**config.mk**
```make
export PLATFORM = sky130hd
export DESIGN_NAME = stack_connect_sequencer
export DESIGN_NICKNAME = d
export VERILOG_FILES = /design/src/rtl/stack_seq_pkg.sv /design/src/rtl/stack_connect_sequencer.sv
export SDC_FILE = /design/constraint.sdc
export NUM_CORES = 2
export LEC_CHECK = 0
export CAP_MARGIN = 20
export CORE_ASPECT_RATIO = 1.2
export CORE_MARGIN = 5
export CORE_UTILIZATION = 60
export CTS_CLUSTER_DIAMETER = 40
export DETAILED_ROUTE_END_ITERATION = 8
export DONT_BUFFER_PORTS = 1
export GPL_TIMING_DRIVEN = 0
export HOLD_SLACK_MARGIN = 0.06
export PLACE_DENSITY = 0.76
export SYNTH_ARGS = -nofsm -noshare
export SYNTH_HDL_FRONTEND = slang
export SYNTH_SLANG_ARGS = --single-unit
```
**constraint.sdc**
```tcl
create_clock -name pclk -period 18.7 [get_ports pclk]
set_clock_uncertainty 0.15 [all_clocks]
set_input_delay 0.935 -clock pclk [delete_from_list [all_inputs] [get_ports pclk]]
set_output_delay 0.935 -clock pclk [all_outputs]
set_load 0.03 [all_outputs]
```
**src/rtl/stack_seq_pkg.sv**
```systemverilog
// Constants, register map and state codes for the stack connect sequencer.
// Assumes a single 200 MHz system clock and a 1 ms sequencing tick.
package stack_seq_pkg;
  // Clock and time base
  localparam int unsigned CLK_HZ = 200_000_000;
  localparam int unsigned TICK_MS = 1;
  localparam int unsigned TICK_CYCLES = CLK_HZ / 1000 * TICK_MS;
  // Delay bounds in milliseconds
  localparam logic [15:0] PRECHG_MIN_MS = 16'd1000;
  localparam logic [15:0] PRECHG_MAX_MS = 16'd10000;
  localparam logic [15:0] CONNECT_MAX_MS = 16'd10000;
  localparam logic [15:0] DISCONNECT_MAX_MS = 16'd10000;
  // Register byte offsets
  localparam logic [7:0] CTRL_OFS = 8'h00;
  localparam logic [7:0] BIAS_DLY_OFS = 8'h04;
  localparam logic [7:0] PRECHG_DLY_OFS = 8'h08;
  localparam logic [7:0] CONN_DLY_OFS = 8'h0c;
  localparam logic [7:0] DISC_DLY_OFS = 8'h10;
  localparam logic [7:0] PRECHG_MAX_OFS = 8'h14;
  localparam logic [7:0] PRECHG_OC_OFS = 8'h18;
  localparam logic [7:0] MAX_CHG_OFS = 8'h1c;
  localparam logic [7:0] MAX_DIS_OFS = 8'h20;
  localparam logic [7:0] MIN_CHG_OFS = 8'h24;
  localparam logic [7:0] ATTACK_OFS = 8'h28;
  localparam logic [7:0] DECAY_OFS = 8'h2c;
  localparam logic [7:0] STATUS_OFS = 8'h30;
  localparam logic [7:0] BIAS_CUR_OFS = 8'h34;
  localparam logic [7:0] LIMITS_OFS = 8'h38;
  // Control register fields
  localparam int CTRL_AUTO_BIT = 0;
  localparam int CTRL_NO_PRECHG_BIT = 1;
  localparam int CTRL_NO_CONNECTING_BIT = 2;
  localparam int CTRL_ROLLOFF_BIT = 3;
  localparam int CTRL_OC_EN_BIT = 4;
  localparam int CTRL_CONN_REQ_BIT = 8;
  localparam int CTRL_DISC_REQ_BIT = 9;
  // Status register fields
  localparam int STAT_TIMEOUT_BIT = 0;
  localparam int STAT_OC_BIT = 1;
  localparam int STAT_EXT_BIT = 2;
  localparam int STAT_PRE_BIT = 4;
  localparam int STAT_MAIN_BIT = 5;
  localparam int STAT_STATE_LSB = 8;
  // Reset values
  localparam logic [4:0] CTRL_RST = 5'h00;
  localparam logic [15:0] DLY_RST = 16'h0000;
  localparam logic [15:0] CUR_RST = 16'h0000;
  // Limit slew shaping
  localparam int SLEW_PERIOD_SHIFT = 4;
  localparam int SLEW_STEP_SHIFT = 3;
  // Sequencer states, one-hot
  typedef enum logic [5:0] {
    ST_DISCONNECTED = 6'b000001,
    ST_BIAS = 6'b000010,
    ST_PRECHARGE = 6'b000100,
    ST_CONNECTING = 6'b001000,
    ST_CONNECTED = 6'b010000,
    ST_DISCONNECTING = 6'b100000
  } seq_state_e;
endpackage

```
**src/rtl/stack_connect_sequencer.sv**
```systemverilog
// Stack connect sequencer: contactor sequencing and charge/discharge current limits.
// Assumes an APB master on pclk, current and scale inputs on pclk, fault and request pins async.
`timescale 1ns/1ps

// Function
// With auto-connect set, connect on power-up and after faults clear, if fault-free.
// With auto-connect clear, stay disconnected until an external connect request.
// Never start or continue a connection while any fault is active.
// Wait the bias delay before pre-charge, then store stack current as bias.
// Subtract stored bias from every pre-charge current before fault comparisons.
// Pre-charge disable set skips pre-charge and goes to the next step.
// Keep pre-charge energized for its delay, clamped between 1 s and 10 s.
// Enabled pre-charge over-current aborts pre-charge at once.
// At pre-charge end, magnitude not below maximum raises the pre-charge timeout fault.
// After pre-charge, main and pre-charge closed together; pre-charge opens at sequence end.
// Maximum pre-charge current of zero disables pre-charge entirely.
// Connecting disable set enters connected state right after pre-charge.
// Hold both contactors for the connect delay, clamped to at most 10 s.
// Connecting disable nonzero makes the connect delay zero.
// Connect delay sits between limit enabling and final contactor closing; the code enables limits only after the delay, on entering connected.
// Disconnect request zeroes limits, waits the delay (max 10 s), opens contactors.
// A fault opens the contactors immediately, without the disconnect delay.
// Maximum charge and discharge settings are positive magnitudes used unthrottled.
// Charge limit stays at or above minimum charge current until maximum voltage.
// Limit decreases slew by the attack settling time.
// Limit increases slew by the decay settling time.
// Roll-off set gives a non-linear taper, clear gives a linear taper.
// Limits are zero in every state but connected.
// Delays count 1 ms ticks; reset leaves the stack disconnected, contactors open.
module stack_connect_sequencer #(
  parameter int unsigned TICK_CYCLES_P = stack_seq_pkg::TICK_CYCLES
) (
  // Clock and reset
  input wire logic pclk,
  input wire logic presetn,
  // APB slave
  input wire logic psel,
  input wire logic penable,
  input wire logic pwrite,
  input wire logic [7:0] paddr,
  input wire logic [31:0] pwdata,
  output logic [31:0] prdata,
  output logic pready,
  output logic pslverr,
  // Measurements on pclk
  input wire logic [15:0] stack_current,
  input wire logic [7:0] charge_scale,
  input wire logic [7:0] discharge_scale,
  input wire logic at_max_voltage,
  // Asynchronous pins
  input wire logic fault_in,
  input wire logic connect_req_in,
  input wire logic disconnect_req_in,
  // Contactor drives
  output logic precharge_contactor,
  output logic main_contactor,
  output logic stack_contactor,
  // Current limits
  output logic [15:0] charge_limit,
  output logic [15:0] discharge_limit
);
  import stack_seq_pkg::*;

  seq_state_e state_reg, state_next;
  logic [4:0] ctrl_reg;
  logic [15:0] bias_dly_reg, prechg_dly_reg, conn_dly_reg, disc_dly_reg;
  logic [15:0] prechg_max_reg, prechg_oc_reg, max_chg_reg, max_dis_reg, min_chg_reg;
  logic [15:0] attack_reg, decay_reg, bias_cur_reg;
  logic timeout_flt_reg, oc_flt_reg;
  logic [2:0] sync1_reg, sync2_reg, sync3_reg;
  logic [17:0] tick_cnt_reg;
  logic tick_reg;
  logic [15:0] tmr_reg;
  logic auto_armed_reg, fault_prev_reg;
  logic [15:0] lim_reg [2];
  // APB decode
  logic wr_en, rd_en;
  assign wr_en = psel & penable & pwrite & pready;
  assign rd_en = psel & ~penable & ~pwrite;

  logic sw_conn, sw_disc, sw_clr_to, sw_clr_oc;
  assign sw_conn = wr_en && paddr == CTRL_OFS && pwdata[CTRL_CONN_REQ_BIT];
  assign sw_disc = wr_en && paddr == CTRL_OFS && pwdata[CTRL_DISC_REQ_BIT];
  assign sw_clr_to = wr_en && paddr == STATUS_OFS && pwdata[STAT_TIMEOUT_BIT];
  assign sw_clr_oc = wr_en && paddr == STATUS_OFS && pwdata[STAT_OC_BIT];
  // Pin synchronisers and request edges
  always_ff @(posedge pclk or negedge presetn) begin
    if (!presetn) begin
      sync1_reg <= 3'h0;
      sync2_reg <= 3'h0;
      sync3_reg <= 3'h0;
    end else begin
      sync1_reg <= {disconnect_req_in, connect_req_in, fault_in};
      sync2_reg <= sync1_reg;
      sync3_reg <= sync2_reg;
    end
  end

  logic ext_fault, pin_conn, pin_disc;
  assign ext_fault = sync2_reg[0];
  assign pin_conn = sync2_reg[1] & ~sync3_reg[1];
  assign pin_disc = sync2_reg[2] & ~sync3_reg[2];
  // Millisecond tick
  always_ff @(posedge pclk or negedge presetn) begin
    if (!presetn) begin
      tick_cnt_reg <= 18'h0;
      tick_reg <= 1'b0;
    end else if (tick_cnt_reg == 18'(TICK_CYCLES_P - 1)) begin
      tick_cnt_reg <= 18'h0;
      tick_reg <= 1'b1;
    end else begin
      tick_cnt_reg <= tick_cnt_reg + 18'h1;
      tick_reg <= 1'b0;
    end
  end
  // Bias-corrected current and magnitudes
  logic signed [16:0] corr;
  logic [16:0] corr_mag;
  assign corr = 17'(signed'(stack_current)) - 17'(signed'(bias_cur_reg));
  assign corr_mag = corr[16] ? 17'(-corr) : corr;
  // Clamped delays
  logic [15:0] prechg_ms, conn_ms, disc_ms;
  always_comb begin
    prechg_ms = prechg_dly_reg;
    if (prechg_dly_reg < PRECHG_MIN_MS) prechg_ms = PRECHG_MIN_MS;
    if (prechg_dly_reg > PRECHG_MAX_MS) prechg_ms = PRECHG_MAX_MS;
    conn_ms = (conn_dly_reg > CONNECT_MAX_MS) ? CONNECT_MAX_MS : conn_dly_reg;
    disc_ms = (disc_dly_reg > DISCONNECT_MAX_MS) ? DISCONNECT_MAX_MS : disc_dly_reg;
  end

  logic any_fault, skip_prechg, skip_connecting, conn_req, disc_req;
  logic oc_trip, prechg_end, prechg_bad;
  assign any_fault = ext_fault | timeout_flt_reg | oc_flt_reg;
  assign skip_prechg = ctrl_reg[CTRL_NO_PRECHG_BIT] | (prechg_max_reg == 16'h0);
  assign skip_connecting = ctrl_reg[CTRL_NO_CONNECTING_BIT];
  assign conn_req = sw_conn | pin_conn | (ctrl_reg[CTRL_AUTO_BIT] & auto_armed_reg);
  assign disc_req = sw_disc | pin_disc;
  assign oc_trip = state_reg == ST_PRECHARGE && ctrl_reg[CTRL_OC_EN_BIT]
    && corr_mag > {1'b0, prechg_oc_reg};
  assign prechg_end = state_reg == ST_PRECHARGE && tmr_reg >= prechg_ms;
  assign prechg_bad = corr_mag >= {1'b0, prechg_max_reg};
  // Next state
  always_comb begin
    state_next = state_reg;
    case (state_reg)
      ST_DISCONNECTED: begin
        if (conn_req && !any_fault) state_next = ST_BIAS;
      end
      ST_BIAS: begin
        if (tmr_reg >= bias_dly_reg) begin
          if (!skip_prechg) state_next = ST_PRECHARGE;
          else if (skip_connecting) state_next = ST_CONNECTED;
          else state_next = ST_CONNECTING;
        end
      end
      ST_PRECHARGE: begin
        if (oc_trip) state_next = ST_DISCONNECTED;
        else if (prechg_end) begin
          if (prechg_bad) state_next = ST_DISCONNECTED;
          else if (skip_connecting) state_next = ST_CONNECTED;
          else state_next = ST_CONNECTING;
        end
      end
      ST_CONNECTING: begin
        if (tmr_reg >= conn_ms) state_next = ST_CONNECTED;
      end
      ST_CONNECTED: begin
        if (disc_req) state_next = ST_DISCONNECTING;
      end
      ST_DISCONNECTING: begin
        if (tmr_reg >= disc_ms) state_next = ST_DISCONNECTED;
      end
      default: state_next = ST_DISCONNECTED;
    endcase
    if (state_reg != ST_CONNECTED && state_reg != ST_DISCONNECTING && disc_req) begin
      state_next = ST_DISCONNECTED;
    end
    if (any_fault) state_next = ST_DISCONNECTED;
  end
  // State and delay timer
  always_ff @(posedge pclk or negedge presetn) begin
    if (!presetn) begin
      state_reg <= ST_DISCONNECTED;
      tmr_reg <= 16'h0;
    end else begin
      state_reg <= state_next;
      if (state_next != state_reg) tmr_reg <= 16'h0;
      else if (tick_reg && tmr_reg != 16'hffff) tmr_reg <= tmr_reg + 16'h1;
    end
  end
  // Auto-connect arming at power-up and on fault release
  always_ff @(posedge pclk or negedge presetn) begin
    if (!presetn) begin
      auto_armed_reg <= 1'b1;
      fault_prev_reg <= 1'b0;
    end else begin
      fault_prev_reg <= any_fault;
      if (fault_prev_reg && !any_fault) auto_armed_reg <= 1'b1;
      else if (state_reg == ST_BIAS) auto_armed_reg <= 1'b0;
    end
  end
  // Bias capture
  always_ff @(posedge pclk or negedge presetn) begin
    if (!presetn) bias_cur_reg <= CUR_RST;
    else if (state_reg == ST_BIAS && state_next != ST_BIAS && !any_fault) begin
      bias_cur_reg <= stack_current;
    end
  end
  // Pre-charge faults, set wins over clear
  always_ff @(posedge pclk or negedge presetn) begin
    if (!presetn) begin
      timeout_flt_reg <= 1'b0;
      oc_flt_reg <= 1'b0;
    end else begin
      if (prechg_end && !oc_trip && prechg_bad) timeout_flt_reg <= 1'b1;
      else if (sw_clr_to) timeout_flt_reg <= 1'b0;
      if (oc_trip) oc_flt_reg <= 1'b1;
      else if (sw_clr_oc) oc_flt_reg <= 1'b0;
    end
  end
  // Contactor drives
  always_ff @(posedge pclk or negedge presetn) begin
    if (!presetn) begin
      precharge_contactor <= 1'b0;
      main_contactor <= 1'b0;
      stack_contactor <= 1'b0;
    end else begin
      precharge_contactor <= state_next == ST_PRECHARGE
        || state_next == ST_CONNECTING;
      main_contactor <= state_next == ST_CONNECTING || state_next == ST_CONNECTED
        || state_next == ST_DISCONNECTING;
      stack_contactor <= state_next == ST_PRECHARGE || state_next == ST_CONNECTING
        || state_next == ST_CONNECTED || state_next == ST_DISCONNECTING;
    end
  end
  // Taper and targets
  logic [8:0] taper [2];
  logic [15:0] tgt [2];
  logic [15:0] lim_max [2];
  logic [7:0] scale [2];
  assign lim_max[0] = max_chg_reg;
  assign lim_max[1] = max_dis_reg;
  assign scale[0] = charge_scale;
  assign scale[1] = discharge_scale;

  genvar gi;
  generate
    for (gi = 0; gi < 2; gi++) begin : g_lim
      logic [15:0] sq;
      logic [24:0] prod;
      logic [15:0] raw;
      logic [15:0] sc_reg;
      logic [15:0] period, diff, step;
      logic dn;
      assign sq = 16'(scale[gi]) * 16'(scale[gi]);
      assign taper[gi] = ctrl_reg[CTRL_ROLLOFF_BIT]
        ? 9'({scale[gi], 1'b0} - {1'b0, sq[15:8]}) : {1'b0, scale[gi]};
      assign prod = 25'(lim_max[gi]) * 25'(taper[gi]);
      assign raw = prod[23:8];
      if (gi == 0) begin : g_chg
        assign tgt[gi] = (!at_max_voltage && raw < min_chg_reg) ? min_chg_reg : raw;
      end else begin : g_dis
        assign tgt[gi] = raw;
      end
      assign dn = lim_reg[gi] > tgt[gi];
      assign diff = dn ? lim_reg[gi] - tgt[gi] : tgt[gi] - lim_reg[gi];
      assign period = (dn ? attack_reg : decay_reg) >> SLEW_PERIOD_SHIFT;
      assign step = (diff >> SLEW_STEP_SHIFT) + 16'h1;
      always_ff @(posedge pclk or negedge presetn) begin
        if (!presetn) begin
          lim_reg[gi] <= 16'h0;
          sc_reg <= 16'h0;
        end else if (state_next != ST_CONNECTED) begin
          lim_reg[gi] <= 16'h0;
          sc_reg <= 16'h0;
        end else if (tick_reg) begin
          if (sc_reg + 16'h1 >= period) begin
            sc_reg <= 16'h0;
            if (dn) lim_reg[gi] <= lim_reg[gi] - ((step > diff) ? diff : step);
            else lim_reg[gi] <= lim_reg[gi] + ((step > diff) ? diff : step);
          end else begin
            sc_reg <= sc_reg + 16'h1;
          end
        end
      end
    end
  endgenerate

  assign charge_limit = lim_reg[0];
  assign discharge_limit = lim_reg[1];
  // Configuration registers
  always_ff @(posedge pclk or negedge presetn) begin
    if (!presetn) begin
      ctrl_reg <= CTRL_RST;
      bias_dly_reg <= DLY_RST;
      prechg_dly_reg <= DLY_RST;
      conn_dly_reg <= DLY_RST;
      disc_dly_reg <= DLY_RST;
      prechg_max_reg <= CUR_RST;
      prechg_oc_reg <= CUR_RST;
      max_chg_reg <= CUR_RST;
      max_dis_reg <= CUR_RST;
      min_chg_reg <= CUR_RST;
      attack_reg <= DLY_RST;
      decay_reg <= DLY_RST;
    end else if (wr_en) begin
      case (paddr)
        CTRL_OFS: ctrl_reg <= pwdata[4:0];
        BIAS_DLY_OFS: bias_dly_reg <= pwdata[15:0];
        PRECHG_DLY_OFS: prechg_dly_reg <= pwdata[15:0];
        CONN_DLY_OFS: conn_dly_reg <= pwdata[15:0];
        DISC_DLY_OFS: disc_dly_reg <= pwdata[15:0];
        PRECHG_MAX_OFS: prechg_max_reg <= pwdata[15:0];
        PRECHG_OC_OFS: prechg_oc_reg <= pwdata[15:0];
        MAX_CHG_OFS: max_chg_reg <= pwdata[15:0];
        MAX_DIS_OFS: max_dis_reg <= pwdata[15:0];
        MIN_CHG_OFS: min_chg_reg <= pwdata[15:0];
        ATTACK_OFS: attack_reg <= pwdata[15:0];
        DECAY_OFS: decay_reg <= pwdata[15:0];
        default: ;
      endcase
    end
  end

  // Read mux
  logic [31:0] rd_val;
  logic rd_hit;
  always_comb begin
    rd_hit = 1'b1;
    rd_val = 32'h0;
    case (paddr)
      CTRL_OFS: rd_val = {27'h0, ctrl_reg};
      BIAS_DLY_OFS: rd_val = {16'h0, bias_dly_reg};
      PRECHG_DLY_OFS: rd_val = {16'h0, prechg_dly_reg};
      CONN_DLY_OFS: rd_val = {16'h0, conn_dly_reg};
      DISC_DLY_OFS: rd_val = {16'h0, disc_dly_reg};
      PRECHG_MAX_OFS: rd_val = {16'h0, prechg_max_reg};
      PRECHG_OC_OFS: rd_val = {16'h0, prechg_oc_reg};
      MAX_CHG_OFS: rd_val = {16'h0, max_chg_reg};
      MAX_DIS_OFS: rd_val = {16'h0, max_dis_reg};
      MIN_CHG_OFS: rd_val = {16'h0, min_chg_reg};
      ATTACK_OFS: rd_val = {16'h0, attack_reg};
      DECAY_OFS: rd_val = {16'h0, decay_reg};
      STATUS_OFS: begin
        rd_val[STAT_TIMEOUT_BIT] = timeout_flt_reg;
        rd_val[STAT_OC_BIT] = oc_flt_reg;
        rd_val[STAT_EXT_BIT] = ext_fault;
        rd_val[STAT_PRE_BIT] = precharge_contactor;
        rd_val[STAT_MAIN_BIT] = main_contactor;
        rd_val[STAT_STATE_LSB +: 6] = state_reg;
      end
      BIAS_CUR_OFS: rd_val = {16'h0, bias_cur_reg};
      LIMITS_OFS: rd_val = {discharge_limit, charge_limit};
      default: rd_hit = 1'b0;
    endcase
  end

  // APB answer: no wait states, pready high in the first access cycle
  always_ff @(posedge pclk or negedge presetn) begin
    if (!presetn) begin
      pready <= 1'b0;
      pslverr <= 1'b0;
      prdata <= 32'h0;
    end else begin
      pready <= psel & ~penable;
      pslverr <= psel & ~penable & ~rd_hit;
      if (rd_en) prdata <= rd_val;
    end
  end
endmodule

```
[After elaboration in Yosys (flattened, before gate mapping)]
Cells that the tools add are included.
Cells by class
  shifts and indexed selects: 0
  reduce and logical (&&, ||, !) cells: 51
  order comparisons: 17
  multipliers: 4
  bitwise logic cells: 20
  div/mod/pow operators: 0
  add/subtract/negate cells: 18
  mux-type cells: 58
  equality and inequality tests: 31
Operators by type and width (number)
  2-to-1 mux 16 bit: 27
  case mux 18 bit (13 select lines): 1
  subtractor 16 bit: 6
  case mux 6 bit (14 select lines): 1
  >= comparator 16 bit: 4
  2-to-1 mux 6 bit: 10
  equality test 8 x 6 -> 1 bit, second input constant: 7
  adder 16 x 1 -> 16 bit, second input constant: 3
  greater-than comparator 16 x 14 -> 1 bit, second input constant: 3
  multiplier 16 x 9 -> 24 bit: 2
  case mux 3 bit (15 select lines): 1
  case mux 6 bit (6 select lines): 1
  adder 16 bit: 2
  equality test 8 x 5 -> 1 bit, second input constant: 4
  >= comparator 16 x 12 -> 1 bit: 2
  greater-than comparator 14 x 16 -> 1 bit: 2
  greater-than comparator 16 bit: 2
  multiplier 8 x 8 -> 16 bit: 2
  case mux 2 bit (15 select lines): 1
  adder 13 x 1 -> 14 bit, second input constant: 2
  AND reduction 2 bit: 14
  case mux 2 bit (13 select lines): 1
  logical AND 1 bit: 19
  adder 18 x 1 -> 18 bit, second input constant: 1
  36 further kinds: 81
Word-level totals
  memories kept: 0
  latch bits: 0
  bits in registers: 352
  bits in read-only memories: 0
  output and inout port bits: 69
  bits in writable memories: 0
  word-level logic and storage cells: 233

[Longest topological paths before layout]
  depth in word-level cells: 17
  depth in mapped cells: 111

[Worst setup path after synthesis]
No wires, ideal clock.
  kind: input port to flip-flop
  start point: input charge_scale[1]
  end point: register lim_reg, in the netlist charge_limit[15]
  cell stages on the path: 104
  required time: 18.472 ns
  arrival time: 21.562 ns
  slack: -3.090 ns
  buffers on the path: 5
  cell sequence: clkbuf_1 > and2_1 > ha_1 > inv_1 > fa_1 > inv_1 > ha_1 > inv_1 > fa_1 > inv_1 > ha_1 > a41o_1 > a21o_1 > a21o_1 > a21oi_1 > nor2b_1 > nor2_1 > nor2b_1 > [... 68 more ...] > ha_1 > o21a_1 > ha_1 > a21o_1 > a21o_1 > a21o_1 > a21o_1 > a21o_1 > a21oi_1 > o21bai_1 > a21oi_1 > o21ai_0 > a31o_2 > a21o_1 > a21oi_1 > xnor2_1 > or3_1 > a21oi_1
Between the ends
  word-level cells in the longest chain between the ends: 17
  elaborated cells on any way between the ends: 24
RTL lines
  from (decl): RTL line stack_connect_sequencer.sv:47  | input wire logic [7:0] charge_scale,
  multiplier 8 x 8 -> 16 bit: RTL line stack_connect_sequencer.sv:255  | assign sq = 16'(scale[gi]) * 16'(scale[gi]);
  subtractor 9 x 8 -> 9 bit: RTL line stack_connect_sequencer.sv:257  | ? 9'({scale[gi], 1'b0} - {1'b0, sq[15:8]}) : {1'b0, scale[gi]};
  2-to-1 mux 9 bit (*): RTL line stack_connect_sequencer.sv:257
  multiplier 16 x 9 -> 24 bit (*): RTL line stack_connect_sequencer.sv:258  | assign prod = 25'(lim_max[gi]) * 25'(taper[gi]);
  < comparator 16 bit: RTL line stack_connect_sequencer.sv:261  | assign tgt[gi] = (!at_max_voltage && raw < min_chg_reg) ? min_chg_reg : raw;
  logical AND 1 bit: RTL line stack_connect_sequencer.sv:261
  2-to-1 mux 16 bit (*): RTL line stack_connect_sequencer.sv:261
  subtractor 16 bit or greater-than comparator 16 bit (tied branches): RTL line stack_connect_sequencer.sv:266, stack_connect_sequencer.sv:265
  2-to-1 mux 16 bit: RTL line stack_connect_sequencer.sv:266  | assign diff = dn ? lim_reg[gi] - tgt[gi] : tgt[gi] - lim_reg[gi];
  adder 13 x 1 -> 14 bit: RTL line stack_connect_sequencer.sv:268  | assign step = (diff >> SLEW_STEP_SHIFT) + 16'h1;
  greater-than comparator 14 x 16 -> 1 bit: RTL line stack_connect_sequencer.sv:279, stack_connect_sequencer.sv:280
  2-to-1 mux 16 bit: RTL line stack_connect_sequencer.sv:279, stack_connect_sequencer.sv:280
  adder 16 bit or subtractor 16 bit (tied branches): RTL line stack_connect_sequencer.sv:280, stack_connect_sequencer.sv:279
  2-to-1 mux 16 bit: RTL line stack_connect_sequencer.sv:279  | if (dn) lim_reg[gi] <= lim_reg[gi] - ((step > diff) ? diff : step);
  2-to-1 mux 16 bit: RTL line stack_connect_sequencer.sv:277  | if (sc_reg + 16'h1 >= period) begin
  2-to-1 mux 16 bit: RTL line stack_connect_sequencer.sv:276  | end else if (tick_reg) begin
  2-to-1 mux 16 bit: RTL line stack_connect_sequencer.sv:273  | end else if (state_next != ST_CONNECTED) begin
  to (signal, indexed assignment): RTL line stack_connect_sequencer.sv:279
  to (signal, indexed assignment): RTL line stack_connect_sequencer.sv:280  | else lim_reg[gi] <= lim_reg[gi] + ((step > diff) ? diff : step);
  to (decl): RTL line stack_connect_sequencer.sv:75  | logic [15:0] lim_reg [2];
Mark *: on every way between the ends. The rest lies on a longest branch, timed or not. The select of a mux whose other input is x is not followed.
A chain may end at the register's enable or synchronous reset.

[Worst setup path in the final report]
  start point: input charge_scale[5]
  end point: register lim_reg, in the netlist charge_limit[15]
The elaborated chain is that of the path after synthesis.

==> results_dict.tcl <==
set metrics [dict create \
    clkPwrFrac 0.331 \
    worstPathRequired_ps 19060 \
    ant_nets 0 \
    rows 102 \
    period_share 1.10 \
    p_comb_frac 0.440 \
    worstSkewPairLatency_ps 630 \
    drv_cap 0 \
    r2r-end "charge_limit[15]" \
    pre_cts_ws_ps -4260 \
    synth_edf_count 0 \
    synth_top_area_share 0.222 \
    clock_sink_count 351 \
    dpl_cell_area_sq_um 40700 \
    drcViolationCount 0 \
    syn_to_final_growth_pct 16.6 \
    endpoint_kind "flip-flop" \
    crit_type "input pin to flip-flop" \
    r2r_cells 80 \
    synth.area.top_cells "dfrtp_1 22%, ha_1 14%, fa_1 13%, mux2_2 6.1%, inv_1 4.8%" \
    cts_buffers 58 \
    finalSetupViolCount 13 \
    whs_ps 197 \
    routed_wirelength_um 129000 \
    ys_ff_latch 351 \
    startpoint "charge_scale[5]" \
    ios 150 \
    synth_cell_type_count 96 \
    netlist_instances 4390 \
    via_per_inst 6.32 \
    h-tree-depth 2 \
    dieArea_sq_um 70700 \
    cp_slowest_cell "or4_4" \
    rsz0062_at_grt "yes" \
    path_max_fanout 10 \
    clock.fmax_ghz 0.0488 \
    syn_area_sq_um 39300 \
    avgRoutedWirePerCell_um 23.4 \
    first_pass_iters 7 \
    min_period_ps 20480 \
    clockRootBuffer "clkbuf_16" \
    path_common_cell "a21o_1" \
    status "finished, violations left" \
    arrival_ps 20830 \
    slew_headroom 0.202 \
    place_inst 5228 \
    gp_congestion 1.04 \
    fp.dieW_um 244 \
    p_sw_frac 0.372 \
    final_util 0.708 \
    synth_top_area_cell "dfrtp_1" \
    drtIter0Drc 3247 \
    switching_power_mw 1.29 \
    ys_top_cells_by_count "505 x inv_1, 432 x ha_1, 402 x nand2_1, 349 x dfrtp_1, 256 x nor2_1" \
    hold_violations 0 \
    grt_pass1_vias 34500 \
    violations "setup timing" \
    port_buffers 0 \
    finalMaxSlewViolations 0 \
    num_vias 34800 \
    power.leakage_nw 22.1 \
    worst_pin_slew_ps 1200 \
    synthFlopType "dfrtp_1" \
    setup_tns_ps -12780 \
    grt_max_degree 350 \
    track_usage 0.351 \
    startpoint_type "input pin" \
    ff2ff_setup_slack_ps 620 \
    worst_path_largest_cell_delay_ps 610 \
    intPower_mw 2.17 \
    power.density_nw_per_um2 75.6 \
    postLayoutCellArea_sq_um 45800 \
    clk_pin_slew_ps 60 \
    fin_total_pwr_mw 3.46 \
    grt_pass1_wl_um 196000 \
    fp.dieH_um 290 \
    layout.nets 5377 \
    async_flop_share 1.00 \
    antenna_found_initial 2 \
    peakVddDrop_uv 82.0 \
    worst_slack_ps -1780 \
    pwr-share-seq 0.229 \
    synth.avg_cell_area_sq_um 8.94 \
    synth-seq-area-share 0.224 \
    yosysMostFrequentCell "inv_1" \
    dp_hpwl_um 96400 \
    crit_path_end "charge_limit[15]" \
    yosysWarnings 0 \
    r2r_start "ctrl_reg[3]" \
    cts_tree "yes" \
    initial_core_util 0.607 \
    grt_overflow 0 \
    layout-drive-gt1-share 0.176 \
    fin_cells 5499 \
    min_path_type "flip-flop to flip-flop" \
    fp.coreArea_sq_um 64700 \
    clockBufferDepth 3 \
]
==> critical path: cells and delay by family <==
kind	cells	cell delay [ps]
XOR/XNOR	4	620
adder cells (fa/ha/maj)	16	6130
buffers and inverters	11	1230
AND/OR/NAND/NOR	27	4620
AO/OA/AOI/OAI	39	6940
multiplexers	1	310
==> worst min-delay path by stage <==
stage / from / to / slack (ps) / cells past startpoint
floorplan: sync1_reg[0] / sync2_reg[0] / 180 / 0
global placement: sync1_reg[0] / sync2_reg[0] / 180 / 0
detailed placement: sync1_reg[0] / sync2_reg[0] / 180 / 0
CTS: disconnect_req_in / sync1_reg[2] / 180 / 0
global route: disconnect_req_in / sync1_reg[2] / 180 / 0
finish: sync1_reg[0] / sync2_reg[0] / 200 / 0
==> cell type report <==
cell class,instances,area (sq um)
Timing Repair Buffer,164,1390
Sequential cell,351,8790
Clock buffer,66,1530
Multi-Input combinational cell,3350,29600
Tap cell,832,1040
Antenna cell,7,17.5
Clock inverter,41,543
Inverter,507,1910
Buffer,181,953
Fill cell,4963,18900
==> cells by family (layout without fill, tap and decap cells) <==
logic type | after synthesis | in the layout | share of synthesized area
AND/OR/NAND/NOR | 1333 | 1333 | 0.169
AO/OA/AOI/OAI | 808 | 808 | 0.143
buffers and inverters | 694 | 959 | 0.0670
adder cells (fa/ha/maj) | 683 | 683 | 0.266
flip-flops | 351 | 351 | 0.224
multiplexers | 290 | 290 | 0.0806
XOR/XNOR | 230 | 230 | 0.0513
other | 1 | 13 | 0.0000955
==> metal layers <==
| layer | up-vias | share of wire | global-route usage |
|---|---|---|---|
| li1 | 15500 | - | - |
| met1 | 17100 | 0.38 | 0.435 |
| met2 | 1621 | 0.46 | 0.579 |
| met3 | 495 | 0.085 | 0.0737 |
| met4 | 2 | 0.068 | 0.184 |
| met5 | - | 0.00026 | 0 |
==> cells in the final DEF, fill, tap and decap left out, types with 60 or more instances in the layout <==
master	instances
a21o_1	101
a21oi_1	134
a22oi_1	75
and2_1	96
buf_4	145
clkbuf_1	137
clkbuf_16	60
dfrtp_1	349
fa_1	248
ha_1	395
inv_1	493
mux2_2	205
mux2i_1	71
nand2_1	392
nand3_1	98
nor2_1	234
nor2b_1	99
nor3_1	67
o21ai_0	92
xnor2_1	135
xor2_1	68
==> repair_timing <==
action | in CTS | in global routing
setup buffers | 100 | 57
pin swaps | 113 | 109
hold buffers | 2 | 1
setup endpoints to repair | 28 | 26
gates cloned | 1 | 0
gates resized for setup | 197 | 158
endpoints found under the hold margin | 349 | 45
==> power groups by stage <==
| stage | Clock, mW | Combinational, mW | Sequential (mW) |
|---|---|---|---|
| 2_1_floorplan | 0 | 0.983 | 0.796 |
| 4_1_cts | 1.15 | 1.37 | 0.792 |
| 3_3_place_gp | 0 | 1.19 | 0.805 |
| 6_report | 1.14 | 1.52 | 0.793 |
| 3_5_place_dp | 0 | 1.22 | 0.805 |
| 5_1_grt | 1.18 | 1.66 | 0.793 |
No activity file was read; power rests on OpenSTA's default activity.
